### src/pin_mux_pkg.sv
package pin_mux_pkg;
    // pin indices inside the synchronised level vector
    localparam int NUM_PINS     = 5;
    localparam int PIN_A1       = 0;
    localparam int PIN_A2       = 1;
    localparam int PIN_A3       = 2;
    localparam int PIN_B3       = 3;
    localparam int PIN_B4       = 4;
    localparam int SYNC_STAGES  = 3;

    // port a low config register field positions
    localparam int CFG_W        = 4;
    localparam int CFG_BIT1_LSB = 4;
    localparam int CFG_BIT2_LSB = 8;
    localparam int CFG_BIT3_LSB = 12;

    // per-pin config field encodings
    localparam logic [3:0] CFG_ANALOG  = 4'h0;
    localparam logic [3:0] CFG_OUT_PP  = 4'h1;
    localparam logic [3:0] CFG_INPUT   = 4'h4;
    localparam logic [3:0] CFG_OUT_OD  = 4'h5;
    localparam logic [3:0] CFG_IN_PULL = 4'h8;
    localparam logic [3:0] CFG_ALT_OUT = 4'h9;
    localparam logic [3:0] CFG_ALT_OD  = 4'hd;

    // timer 2 remap register bit positions
    localparam int REMAP_CH2 = 5;
    localparam int REMAP_CH3 = 6;
    localparam int REMAP_CH4 = 7;

    // timer 2 output enable vector positions
    localparam int TEN_CH2 = 0;
    localparam int TEN_CH3 = 1;
    localparam int TEN_CH4 = 2;

    // serial controller 2 mode field and spi config
    localparam logic [1:0] MODE_OFF  = 2'h0;
    localparam logic [1:0] MODE_UART = 2'h1;
    localparam logic [1:0] MODE_SPI  = 2'h2;
    localparam logic [1:0] MODE_TWI  = 2'h3;
    localparam int SPI_MASTER_BIT    = 4;

    // values after reset
    localparam logic [4:0] PIN_OUT_RST = 5'h00;
    localparam logic [4:0] PIN_OE_RST  = 5'h00;
    localparam logic       IDLE_HIGH   = 1'h1;
    localparam logic       IDLE_LOW    = 1'h0;
endpackage

### src/pin_sync_if.sv
`timescale 1ns/1ps
interface pin_sync_if;
    logic [pin_mux_pkg::NUM_PINS-1:0] raw;   // pad levels, asynchronous
    logic [pin_mux_pkg::NUM_PINS-1:0] level; // filtered, clk_in domain
    modport src  (output raw, input level);
    modport sync (input raw, output level);
endinterface

### src/pin_input_sync.sv
`timescale 1ns/1ps
module pin_input_sync (
    input  wire logic clk_in,     // system clock
    input  wire logic sys_rst_in, // synchronous reset, high
    input  wire logic ce_in,      // clock enable
    pin_sync_if.sync  pins        // raw in, level out
);
    genvar i;
    generate
        for (i = 0; i < pin_mux_pkg::NUM_PINS; i++) begin : g_bit
            logic [pin_mux_pkg::SYNC_STAGES-1:0] stage;
            logic [pin_mux_pkg::SYNC_STAGES-1:0] next_stage;
            logic                                 held;
            logic                                 next_held;
            // stage 0 feeds only stage 1; a change counts once stages 1 and 2 agree
            always_comb begin
                next_stage = {stage[1:0], pins.raw[i]};
                next_held  = (stage[1] == stage[2]) ? stage[2] : held;
            end
            always_ff @(posedge clk_in) begin
                if (sys_rst_in) begin
                    stage <= '0;
                    held  <= 1'h0;
                end else if (ce_in) begin
                    stage <= next_stage;
                    held  <= next_held;
                end
            end
            assign pins.level[i] = held;
        end
    endgenerate
endmodule // pin_input_sync

### src/port_a_low_pin_function_mux.sv
`timescale 1ns/1ps
module port_a_low_pin_function_mux #(
    parameter bit USB_PRESENT = 1'b1                             // part has the usb block
) (
    input  wire logic        clk_in, // 250 MHz system clock
    input  wire logic        sys_rst_in, // synchronous reset, high
    input  wire logic        ce_in, // clock enable, freezes state
    // configuration
    input  wire logic [15:0] port_a_low_config_register_in, // bit0..bit3 config fields
    input  wire logic [3:0]  port_b_bit3_cfg_in, // port b bit3 config field
    input  wire logic [3:0]  port_b_bit4_cfg_in, // port b bit4 config field
    input  wire logic [7:0]  timer2_remap_register_in, // remap bits 7:5 used
    input  wire logic [2:0]  timer2_output_enable_register_in, // ch2, ch3, ch4 enables
    input  wire logic [1:0]  serial2_mode_field_in, // serial 2 mode
    input  wire logic [7:0]  serial2_spi_config_in, // bit4 selects master
    input  wire logic [2:0]  interrupt_c_pin_select_in, // pin index for irq c
    input  wire logic [2:0]  interrupt_d_pin_select_in, // pin index for irq d
    // gpio data
    input  wire logic [4:0]  gpio_data_in, // output data per pin
    output logic      [4:0]  gpio_level_out, // synchronised pin levels
    // peripheral outputs toward pins
    input  wire logic        timer2_channel2_in, // timer ch2 output
    input  wire logic        timer2_channel3_in, // timer ch3 output
    input  wire logic        timer2_channel4_in, // timer ch4 output
    input  wire logic        serial2_twi_data_in, // twi data, 0 pulls low
    input  wire logic        serial2_twi_clock_in, // twi clock, 0 pulls low
    input  wire logic        serial2_spi_slave_out_master_in_in, // slave data out
    input  wire logic        serial2_spi_clock_in, // master clock out
    // peripheral inputs from pins
    output logic             timer2_channel2_out, // timer ch2 capture input
    output logic             timer2_channel3_out, // timer ch3 capture input
    output logic             timer2_channel4_out, // timer ch4 capture input
    output logic             serial2_twi_data_out, // twi data seen on pin
    output logic             serial2_twi_clock_out, // twi clock seen on pin
    output logic             serial2_spi_slave_out_master_in_out, // master data in
    output logic             serial2_spi_clock_out, // slave clock in
    output logic             serial2_spi_slave_select_n_out, // slave select, low active
    output logic             external_interrupt_c_out, // irq c source level
    output logic             external_interrupt_d_out, // irq d source level
    output logic             usb_plus_line_out, // usb d+ owns bit1 pad
    // pads
    input  wire logic        port_a_bit1_pin_in, // pad level
    output logic             port_a_bit1_pin_out, // pad drive value
    output logic             port_a_bit1_pin_oe_out, // high while driving
    input  wire logic        port_a_bit2_pin_in, // pad level
    output logic             port_a_bit2_pin_out, // pad drive value
    output logic             port_a_bit2_pin_oe_out, // high while driving
    input  wire logic        port_a_bit3_pin_in, // pad level
    output logic             port_a_bit3_pin_out, // pad drive value
    output logic             port_a_bit3_pin_oe_out, // high while driving
    input  wire logic        port_b_bit3_pin_in, // pad level
    output logic             port_b_bit3_pin_out, // pad drive value
    output logic             port_b_bit3_pin_oe_out, // high while driving
    input  wire logic        port_b_bit4_pin_in, // pad level
    output logic             port_b_bit4_pin_out, // pad drive value
    output logic             port_b_bit4_pin_oe_out // high while driving
);
    // short pin indices for the decode below
    localparam int A1 = pin_mux_pkg::PIN_A1;
    localparam int A2 = pin_mux_pkg::PIN_A2;
    localparam int A3 = pin_mux_pkg::PIN_A3;
    localparam int B3 = pin_mux_pkg::PIN_B3;
    localparam int B4 = pin_mux_pkg::PIN_B4;

    // plain gpio drive {out, oe}; inputs, analog and alternate give no drive
    function automatic logic [1:0] gpio_drive(input logic [3:0] cfg, input logic data);
        logic [1:0] r;
        r = 2'h0;
        if (cfg == pin_mux_pkg::CFG_OUT_PP)
            r = {data, 1'b1};
        else if (cfg == pin_mux_pkg::CFG_OUT_OD)
            r = {1'b0, ~data};
        return r;
    endfunction

    pin_sync_if pins ();
    assign pins.raw = {port_b_bit4_pin_in, port_b_bit3_pin_in, port_a_bit3_pin_in,
                       port_a_bit2_pin_in, port_a_bit1_pin_in};

    pin_input_sync u_sync (
        .clk_in     (clk_in),
        .sys_rst_in (sys_rst_in),
        .ce_in      (ce_in),
        .pins       (pins)
    );

    logic [3:0] cfg1, cfg2, cfg3;
    logic       rm2, rm3, rm4, en2, en3, en4, spi, twi, master;
    logic [4:0] lvl;
    assign cfg1   = port_a_low_config_register_in[pin_mux_pkg::CFG_BIT1_LSB +: pin_mux_pkg::CFG_W];
    assign cfg2   = port_a_low_config_register_in[pin_mux_pkg::CFG_BIT2_LSB +: pin_mux_pkg::CFG_W];
    assign cfg3   = port_a_low_config_register_in[pin_mux_pkg::CFG_BIT3_LSB +: pin_mux_pkg::CFG_W];
    assign rm2    = timer2_remap_register_in[pin_mux_pkg::REMAP_CH2];
    assign rm3    = timer2_remap_register_in[pin_mux_pkg::REMAP_CH3];
    assign rm4    = timer2_remap_register_in[pin_mux_pkg::REMAP_CH4];
    assign en2    = timer2_output_enable_register_in[pin_mux_pkg::TEN_CH2];
    assign en3    = timer2_output_enable_register_in[pin_mux_pkg::TEN_CH3];
    assign en4    = timer2_output_enable_register_in[pin_mux_pkg::TEN_CH4];
    assign spi    = serial2_mode_field_in == pin_mux_pkg::MODE_SPI;
    assign twi    = serial2_mode_field_in == pin_mux_pkg::MODE_TWI;
    assign master = serial2_spi_config_in[pin_mux_pkg::SPI_MASTER_BIT];
    assign lvl    = pins.level;

    // registered state: pad drive, peripheral inputs, flags
    logic [4:0] pin_out, pin_oe, next_pin_out, next_pin_oe;
    logic       usb, next_usb;
    logic [2:0] tcap, next_tcap;      // ch2, ch3, ch4
    logic       sda, scl, miso, sclk, ssel_n;
    logic       next_sda, next_scl, next_miso, next_sclk, next_ssel_n;
    logic       irq_c, irq_d, next_irq_c, next_irq_d;
    logic [4:0] gpio_lvl, next_gpio_lvl;

    // mux decode; the timer claims a pin first, the serial controller only when it is free
    always_comb begin
        logic       free1, free2;
        logic [1:0] g;
        free1        = ~en3 | rm3;
        free2        = ~en4 | rm4;
        g            = 2'h0;
        next_pin_out = '0;
        next_pin_oe  = '0;
        next_usb     = 1'b0;

        // port a bit1
        g = gpio_drive(cfg1, gpio_data_in[A1]);
        if (cfg1 == pin_mux_pkg::CFG_ANALOG) begin
            next_usb = USB_PRESENT;
        end else if (~rm3 && en3 && cfg1 == pin_mux_pkg::CFG_ALT_OUT) begin
            {next_pin_out[A1], next_pin_oe[A1]} = {timer2_channel3_in, 1'b1};
        end else if (twi && free1 && cfg1 == pin_mux_pkg::CFG_ALT_OD) begin
            next_pin_oe[A1] = ~serial2_twi_data_in;
        end else if (spi && ~master && free1 && cfg1 == pin_mux_pkg::CFG_ALT_OUT) begin
            {next_pin_out[A1], next_pin_oe[A1]} = {serial2_spi_slave_out_master_in_in, 1'b1};
        end else begin
            {next_pin_out[A1], next_pin_oe[A1]} = g;
        end

        // port a bit2
        g = gpio_drive(cfg2, gpio_data_in[A2]);
        if (~rm4 && en4 && cfg2 == pin_mux_pkg::CFG_ALT_OUT) begin
            {next_pin_out[A2], next_pin_oe[A2]} = {timer2_channel4_in, 1'b1};
        end else if (twi && free2 && cfg2 == pin_mux_pkg::CFG_ALT_OD) begin
            next_pin_oe[A2] = ~serial2_twi_clock_in;
        end else if (spi && master && free2 && cfg2 == pin_mux_pkg::CFG_ALT_OUT) begin
            {next_pin_out[A2], next_pin_oe[A2]} = {serial2_spi_clock_in, 1'b1};
        end else begin
            {next_pin_out[A2], next_pin_oe[A2]} = g;
        end

        // port a bit3
        g = gpio_drive(cfg3, gpio_data_in[A3]);
        if (~rm2 && en2 && cfg3 == pin_mux_pkg::CFG_ALT_OUT) begin
            {next_pin_out[A3], next_pin_oe[A3]} = {timer2_channel2_in, 1'b1};
        end else begin
            {next_pin_out[A3], next_pin_oe[A3]} = g;
        end

        // port b remap counterparts; their serial 1 functions live elsewhere
        g = gpio_drive(port_b_bit3_cfg_in, gpio_data_in[B3]);
        if (rm3 && en3 && port_b_bit3_cfg_in == pin_mux_pkg::CFG_ALT_OUT) begin
            {next_pin_out[B3], next_pin_oe[B3]} = {timer2_channel3_in, 1'b1};
        end else begin
            {next_pin_out[B3], next_pin_oe[B3]} = g;
        end
        g = gpio_drive(port_b_bit4_cfg_in, gpio_data_in[B4]);
        if (rm4 && en4 && port_b_bit4_cfg_in == pin_mux_pkg::CFG_ALT_OUT) begin
            {next_pin_out[B4], next_pin_oe[B4]} = {timer2_channel4_in, 1'b1};
        end else begin
            {next_pin_out[B4], next_pin_oe[B4]} = g;
        end

        // capture inputs; ch2 remapped target is another pin, so it reads low here
        next_tcap[0] = rm2 ? 1'b0 : lvl[A3];
        next_tcap[1] = rm3 ? lvl[B3] : lvl[A1];
        next_tcap[2] = rm4 ? lvl[B4] : lvl[A2];

        // serial 2 inputs, idle levels when the mode does not use the pin
        next_sda    = twi ? lvl[A1] : pin_mux_pkg::IDLE_HIGH;
        next_scl    = twi ? lvl[A2] : pin_mux_pkg::IDLE_HIGH;
        next_miso   = (spi && master) ? lvl[A1] : pin_mux_pkg::IDLE_LOW;
        next_sclk   = (spi && ~master) ? lvl[A2] : pin_mux_pkg::IDLE_LOW;
        next_ssel_n = (spi && ~master) ? lvl[A3] : pin_mux_pkg::IDLE_HIGH;

        // out-of-range selects read low rather than an undefined bit
        next_irq_c = (interrupt_c_pin_select_in < 3'(pin_mux_pkg::NUM_PINS)) ?
                     lvl[interrupt_c_pin_select_in] : 1'b0;
        next_irq_d = (interrupt_d_pin_select_in < 3'(pin_mux_pkg::NUM_PINS)) ?
                     lvl[interrupt_d_pin_select_in] : 1'b0;
        next_gpio_lvl = lvl;
    end

    // registering every output keeps pad and peripheral timing one cycle, glitch free
    always_ff @(posedge clk_in) begin
        if (sys_rst_in) begin
            pin_out  <= pin_mux_pkg::PIN_OUT_RST;
            pin_oe   <= pin_mux_pkg::PIN_OE_RST;
            usb      <= 1'b0;
            tcap     <= '0;
            sda      <= pin_mux_pkg::IDLE_HIGH;
            scl      <= pin_mux_pkg::IDLE_HIGH;
            miso     <= pin_mux_pkg::IDLE_LOW;
            sclk     <= pin_mux_pkg::IDLE_LOW;
            ssel_n   <= pin_mux_pkg::IDLE_HIGH;
            irq_c    <= 1'b0;
            irq_d    <= 1'b0;
            gpio_lvl <= '0;
        end else if (ce_in) begin
            pin_out  <= next_pin_out;
            pin_oe   <= next_pin_oe;
            usb      <= next_usb;
            tcap     <= next_tcap;
            sda      <= next_sda;
            scl      <= next_scl;
            miso     <= next_miso;
            sclk     <= next_sclk;
            ssel_n   <= next_ssel_n;
            irq_c    <= next_irq_c;
            irq_d    <= next_irq_d;
            gpio_lvl <= next_gpio_lvl;
        end
    end

    // output wiring, all from flops
    assign {port_b_bit4_pin_out, port_b_bit3_pin_out, port_a_bit3_pin_out, port_a_bit2_pin_out,
            port_a_bit1_pin_out} = pin_out;
    assign {port_b_bit4_pin_oe_out, port_b_bit3_pin_oe_out, port_a_bit3_pin_oe_out, port_a_bit2_pin_oe_out,
            port_a_bit1_pin_oe_out} = pin_oe;
    assign usb_plus_line_out      = usb;
    assign {timer2_channel4_out, timer2_channel3_out, timer2_channel2_out} = tcap;
    assign serial2_twi_data_out   = sda;
    assign serial2_twi_clock_out  = scl;
    assign serial2_spi_slave_out_master_in_out = miso;
    assign serial2_spi_clock_out  = sclk;
    assign serial2_spi_slave_select_n_out = ssel_n;
    assign external_interrupt_c_out = irq_c;
    assign external_interrupt_d_out = irq_d;
    assign gpio_level_out         = gpio_lvl;
endmodule // port_a_low_pin_function_mux
### config.mk
export PLATFORM = sky130hd
export DESIGN_NAME = port_a_low_pin_function_mux
export DESIGN_NICKNAME = d
export VERILOG_FILES = /design/src/pin_mux_pkg.sv /design/src/pin_sync_if.sv /design/src/pin_input_sync.sv /design/src/port_a_low_pin_function_mux.sv
export SDC_FILE = /design/constraint.sdc
export NUM_CORES = 1
export LEC_CHECK = 0
export ABC_AREA = 0
export BUFFER_PORTS_ARGS = -buffer_cell sky130_fd_sc_hd__buf_2
export CORE_MARGIN = 3
export CORE_UTILIZATION = 50
export DETAILED_ROUTE_END_ITERATION = 7
export GPL_TIMING_DRIVEN = 0
export PLACE_DENSITY = 0.85
export SYNTH_ARGS = -nofsm -noshare
export SYNTH_HDL_FRONTEND = slang
export SYNTH_SLANG_ARGS = --single-unit
### constraint.sdc
create_clock -name clk_in -period 1.8 [get_ports clk_in]
set_clock_uncertainty 0.1 [all_clocks]
set_input_delay 0.27 -clock clk_in [delete_from_list [all_inputs] [get_ports clk_in]]
set_output_delay 0.27 -clock clk_in [all_outputs]
set_load 0.02 [all_outputs]
# == Word-level counts from Yosys, hierarchy flattened ==
# Index checks and enable logic that the tools add are counted.
# word_totals
regBits,46
input_bits,71
output_inout_bits,26
wordCells,136
# classes
n_lt_le_gt_ge,4
n_eq_ne,24
muxes,45
n_bitwise,15
reduce_logical,26
# ops
operator,count
$mux 1,38
$eq 4x4->1 const B,7
$eq 4x1->1 const B,5
$eq 4x3->1 const B,5
$logic_and 1x1->1,20
$not 1->1,13
$mux 2,5
$reduce_and 2->1,5
$lt 3x4->1 const B,2
$bmux 1 s3,2
$lt 3x3->1 const B,2
$eq 1x1->1,5
$eq 2x2->1 const B,2
$logic_not 4->1,1
$or 1x1->1,2

# == Depth between registers and ports, before layout ==
# logic_depth
ltp_word,8
mapped_depth,6

# == Cells and area by module ==
# From an unflattened synthesis, not the netlist that was laid out.
# hier_totals
hier_cells,243
area_unflattened_um2,2296.0
# by_module_without_submodules
module,instances,cells_each,area_per_inst_um2
port_a_low_pin_function_mux,1,158,1401.3
pin_input_sync,1,85,894.6

# == Worst setup path after synthesis ==
# OpenSTA, ideal clock, no wires.
# synth_timing
path_kind,register to register
start,register u_sync.g_bit[0].held
end,"register irq_c, in the netlist external_interrupt_c_out"
arrival_time_ns,0.922
setup_slack_ns,0.647
stages_incl_launch_ff,4
path_buffers,0
cell_sequence,dfxtp_1 mux4_2 nand2b_1 a311oi_1
# synth_via
elab_chain_cells,3
# synth_lines
item,line_no,text
start: declaration,pin_input_sync.sv:13,logic held;
start signal: assignment,pin_input_sync.sv:26,held <= next_held;
$bmux 1 s3,port_a_low_pin_function_mux.sv:186,lvl[interrupt_c_pin_select_in] : 1'b0;
$mux 1 (implied by the code),port_a_low_pin_function_mux.sv:186,
$mux 1,port_a_low_pin_function_mux.sv:185,next_irq_c = (interrupt_c_pin_select_in < 3'(pin_mux_pkg::NUM_PINS)) ?
end signal: assignment,port_a_low_pin_function_mux.sv:217,irq_c <= next_irq_c;
end: declaration,port_a_low_pin_function_mux.sv:110,"logic irq_c, irq_d, next_irq_c, next_irq_d;"
# No other way between the ends. The select of a mux whose other input is x is not followed.
# A chain may end at the register's enable or synchronous reset.

# == Final worst setup path ==
# layout_timing
start,register u_sync.g_bit[1].held
end,"register irq_c, in the netlist external_interrupt_c_out"
# layout_via
elab_chain_cells,3
# layout_lines
item,line_no
start: declaration,pin_input_sync.sv:13
start signal: assignment,pin_input_sync.sv:26
$bmux 1 s3,port_a_low_pin_function_mux.sv:186
$mux 1 (implied by the code),port_a_low_pin_function_mux.sv:186
$mux 1,port_a_low_pin_function_mux.sv:185
# No other way between the ends. The select of a mux whose other input is x is not followed.

==> results list <==
- The worst pin sits at a relative slew slack of 67.3%.
* Root Buffer: clkbuf_8
- Post-synthesis share of cell area spent on and, or, nand and nor gates: 24.8%
* Placer congestion estimate: 0.863
- The clock reaches the later pin of the worst-skew pair after 310 ps.
* Diode insertion count for antenna repair: 0
- The number of antenna violations at the first check in global routing came to 0.
- Fraction of the mapped netlist area in adder cells: 0%
- Power density relative to cell area: 797 nW/um^2
- In this run the number of cells on the critical path is 3.
- Maximum number of pins on one net before global-route repair: 16
- Post-synth ARST share: 0%
* Core area: 3830 um^2
- The worst register-to-register path has a depth of 3.
- Most common library cell in the layout ignoring fill and taps: buf_2
* Reg area: 921 um^2
* Crit path launch: u_sync.g_bit[1].held
* Highest attainable clock frequency: 761 MHz
- For this run, global-route usage on met3 was measured as 6.25%.
- Most instantiated flip-flop cell in the synthesis netlist: dfxtp_1
- Detailed placement finished with a half-perimeter wire length of 4020 um.
* Flip-flop and latch count after synthesis: 46
* Post-synthesis compound-gate area fraction: 16.7%
* RSZ-0062 raised after global routing: false
- Total CTS buffers: 5
- Crit path capture type: register
* Busiest metal layer after global routing: met2
* I/O pins: 97
- Hold_sp: port_b_bit3_pin_in
* Clock Sink Count: 46
- After detailed routing, the average wire length per cell comes to 14.4 um.
* Placed Cells: 359
* Worst supply voltage drop on vdd: 0.694 mV
* Shortest clock period the worst path allows after layout: 1310 ps
- The total count of max-transition violations in the final report is 0.
- The final layout contains routed wiring with a total length of 5290 um.
- Along the worst hold path, the cell count comes to 3.
* Die Wd: 70.6 um
- Synth top area share: 44.1%
- The initialized floorplan defines 22 standard-cell rows.
* Final setup violation count: 0
- Leakage power: 1.20 nW
* GR Util met1: 28.2%
* Effective utilization at floorplan: 54.5%
* Post-route insts no fill: 367
* Max-capacitance violation count: 0
* Fill cell instance count of the final layout: 311
* Number of gates given a new drive strength after cts: 0
* Quantity of hold-fixing buffers added after cts: 0
* Cells after Synth: 232
* RR Startpoint: u_sync.g_bit[1].held
- The synthesized design contains 0 enable-type register cells.
* Via count: 2,014
* Detailed-routing iteration count for the pre-antenna-repair pass: 4
- Met2 global-route usage: 33.8%
- Initial drt markers: 86
* Remaining number of nets flagged by the antenna check after routing: 0
* Count of unique library cells instantiated by Yosys: 42
- Parity-gate share of the synthesized area counting xor and xnor cells: 0%
- In this design, the stage delay of the slowest critical-path cell is 530 ps.
* CP Buf/Inv Count: 0
- The first global-routing pass estimated 8570 um of wire.
- For the pin with the worst max-slew slack, the measured transition is 491 ps.
* Clock tree from TritonCTS: done
* Post-layout net count: 389
- Synthesized net count: 303
* Synth warn: 0
* Mux cell area share after synthesis: 11.3%
- In the global route stage, overall resource usage came out at 21.7%.
* Critical Path, Cell by Cell: mux4_2 -> nand2b_1 -> a311oi_1
* Library cell contributing the largest single delay on the critical path: dfxtp_1
- The number of failing hold endpoints at the final stage was 0.
- The top cell types in the final layout, fill and taps aside, are buf_2 (86), nor2_1 (49), dfxtp_1 (46).
- Summing every instance area after synthesis gives 2090 um^2.
* Largest delay share family, worst path: flip-flops
- From synthesis to final layout, the design area changed by 27.2%.
* Worst Path Max Fanout: 8
- Cells with a size suffix above 1 make up 33.9% of the layout.
* Drt via density: 5.49
- Overflow left after global routing: 0
* Cell accounting for the most synthesized area: dfxtp_1
- The via count of the first global-routing pass came to 1,848.
- The longest clock path from root to sink contains 2 buffers.
- Critical path data arrival time: 1430 ps
- Dpl cell area: 2540 um^2
- Full die area: 4990 um^2
- CTS built an H-tree with a depth of 2.
- Largest cells by area after synthesis: dfxtp_1 (44%), mux2i_1 (9.1%), nor2_1 (8.8%)
- The worst setup path is launched from a register.
- Clock-pin slew on the worst setup and hold paths: 90 ps
* Worst min-delay path class: in -> reg
- In the routed design, unresolved DRC markers number 0.
* Number of setup buffers added after CTS: 0
* Fin area: 2660 um^2
- The worst path uses 73.0% of the clock period.
* Syn Area/Cell: 9.00 um^2
* Seq/Total Area, Yosys: 44.1%
- The multi-input combinational cells in the finished layout cover a total of 1100 um^2.
- Worst path required time: 1920 ps
- Final-layout setup total negative slack: 0 ps
* Combinational family with the most area after synthesis: simple AND/OR/NAND/NOR gates
- Overall die height: 70.6 um
* Port buffer count: 79
- Outcome: finished, final reports clean
* Critical path type: reg -> reg
-- metrics by stage --
step / setup WS, ps / hold WS, ps / util, % / total power (W)
finish: 486 / 97.6 / 69.4 / 0.00212
global route: 401 / 91.4 / 69.4 / 0.00221
CTS: 506 / 84.5 / 69.4 / 0.00213
detailed placement: 424 / 352 / 66.4 / 0.00136
global placement: 469 / 349 / 66.4 / 0.00135
floorplan: 647 / 317 / - / 0.00123
-- power by group --
group / switching [W] / internal, W
Clock: 0.000365 / 0.000416
Combinational: 0.000154 / 0.000120
Sequential: 0.0000154 / 0.00105
Total: 0.000534 / 0.00158
-- kinds of logic (layout without fill, tap and decap cells) --
logic type             Yosys count  count (layout)
AO/OA/AOI/OAI                   53              53
buffers and inverters           14             101
flip-flops                      46              46
multiplexers                    21              21
AND/OR/NAND/NOR                 98              98
-- synth_stat cells, types with 2 or more instances --
| library cell | count |
|---|---|
| nand2b_1 | 4 |
| o21ai_1 | 2 |
| nand2b_4 | 3 |
| dfxtp_1 | 46 |
| a311oi_1 | 2 |
| and2_1 | 3 |
| nand3b_1 | 2 |
| a21oi_1 | 16 |
| o211ai_1 | 4 |
| nand4b_1 | 3 |
| a21o_1 | 2 |
| o21ai_0 | 9 |
| nand2_1 | 12 |
| buf_1 | 2 |
| nor3_1 | 4 |
| buf_2 | 7 |
| nor4b_1 | 3 |
| clkbuf_1 | 2 |
| nand3_1 | 4 |
| mux2i_1 | 19 |
| a211oi_1 | 10 |
| o21bai_1 | 2 |
| mux4_2 | 2 |
| nor2_1 | 49 |
| nor2b_1 | 3 |
-- cell type report --
| class | instances | area share [%] |
|---|---|---|
| Multi-Input combinational cell | 172 | 41.5 |
| Sequential cell | 46 | 34.7 |
| Timing Repair Buffer | 79 | 14.9 |
| Clock buffer | 5 | 2.59 |
| Tap cell | 48 | 2.26 |
| Buffer | 12 | 2.17 |
| Clock inverter | 3 | 1.65 |
| Inverter | 2 | 0.283 |
-- layer usage --
| layer | wire length, um | vias to the layer above |
|---|---|---|
| met2 | 2510 | 59 |
| met4 | 94 | 0 |
| met3 | 323 | 11 |
| met5 | 0 | - |
| li1 | - | 1000 |
| met1 | 2360 | 944 |
-- state kept, by name, summed over array words and instances, names as in the netlist --
signal	cells
tcap	3
external_interrupt_d_out	1
u_sync.g_bit.stage	15
u_sync.g_bit.held	5
external_interrupt_c_out	1
serial2_spi_slave_select_n_out	1
pin_out	5
serial2_spi_clock_out	1
serial2_spi_slave_out_master_in_out	1
pin_oe	5
gpio_level_out	5
usb_plus_line_out	1
serial2_twi_data_out	1
serial2_twi_clock_out	1
-- worst register-to-register path, stage by stage, from the launching register on --
cell	delay, ps
dfxtp_1	530
mux4_2	300
nand2b_1	60
a311oi_1	230
-- final timing paths --
kind	to	slack, ps
setup / recovery	external_interrupt_c_out	490
hold reg to reg	serial2_spi_clock_out	370
hold / removal	u_sync.g_bit[3].stage[0]	100
setup reg to reg	external_interrupt_c_out	490
(Power assumes the default switching activity.)
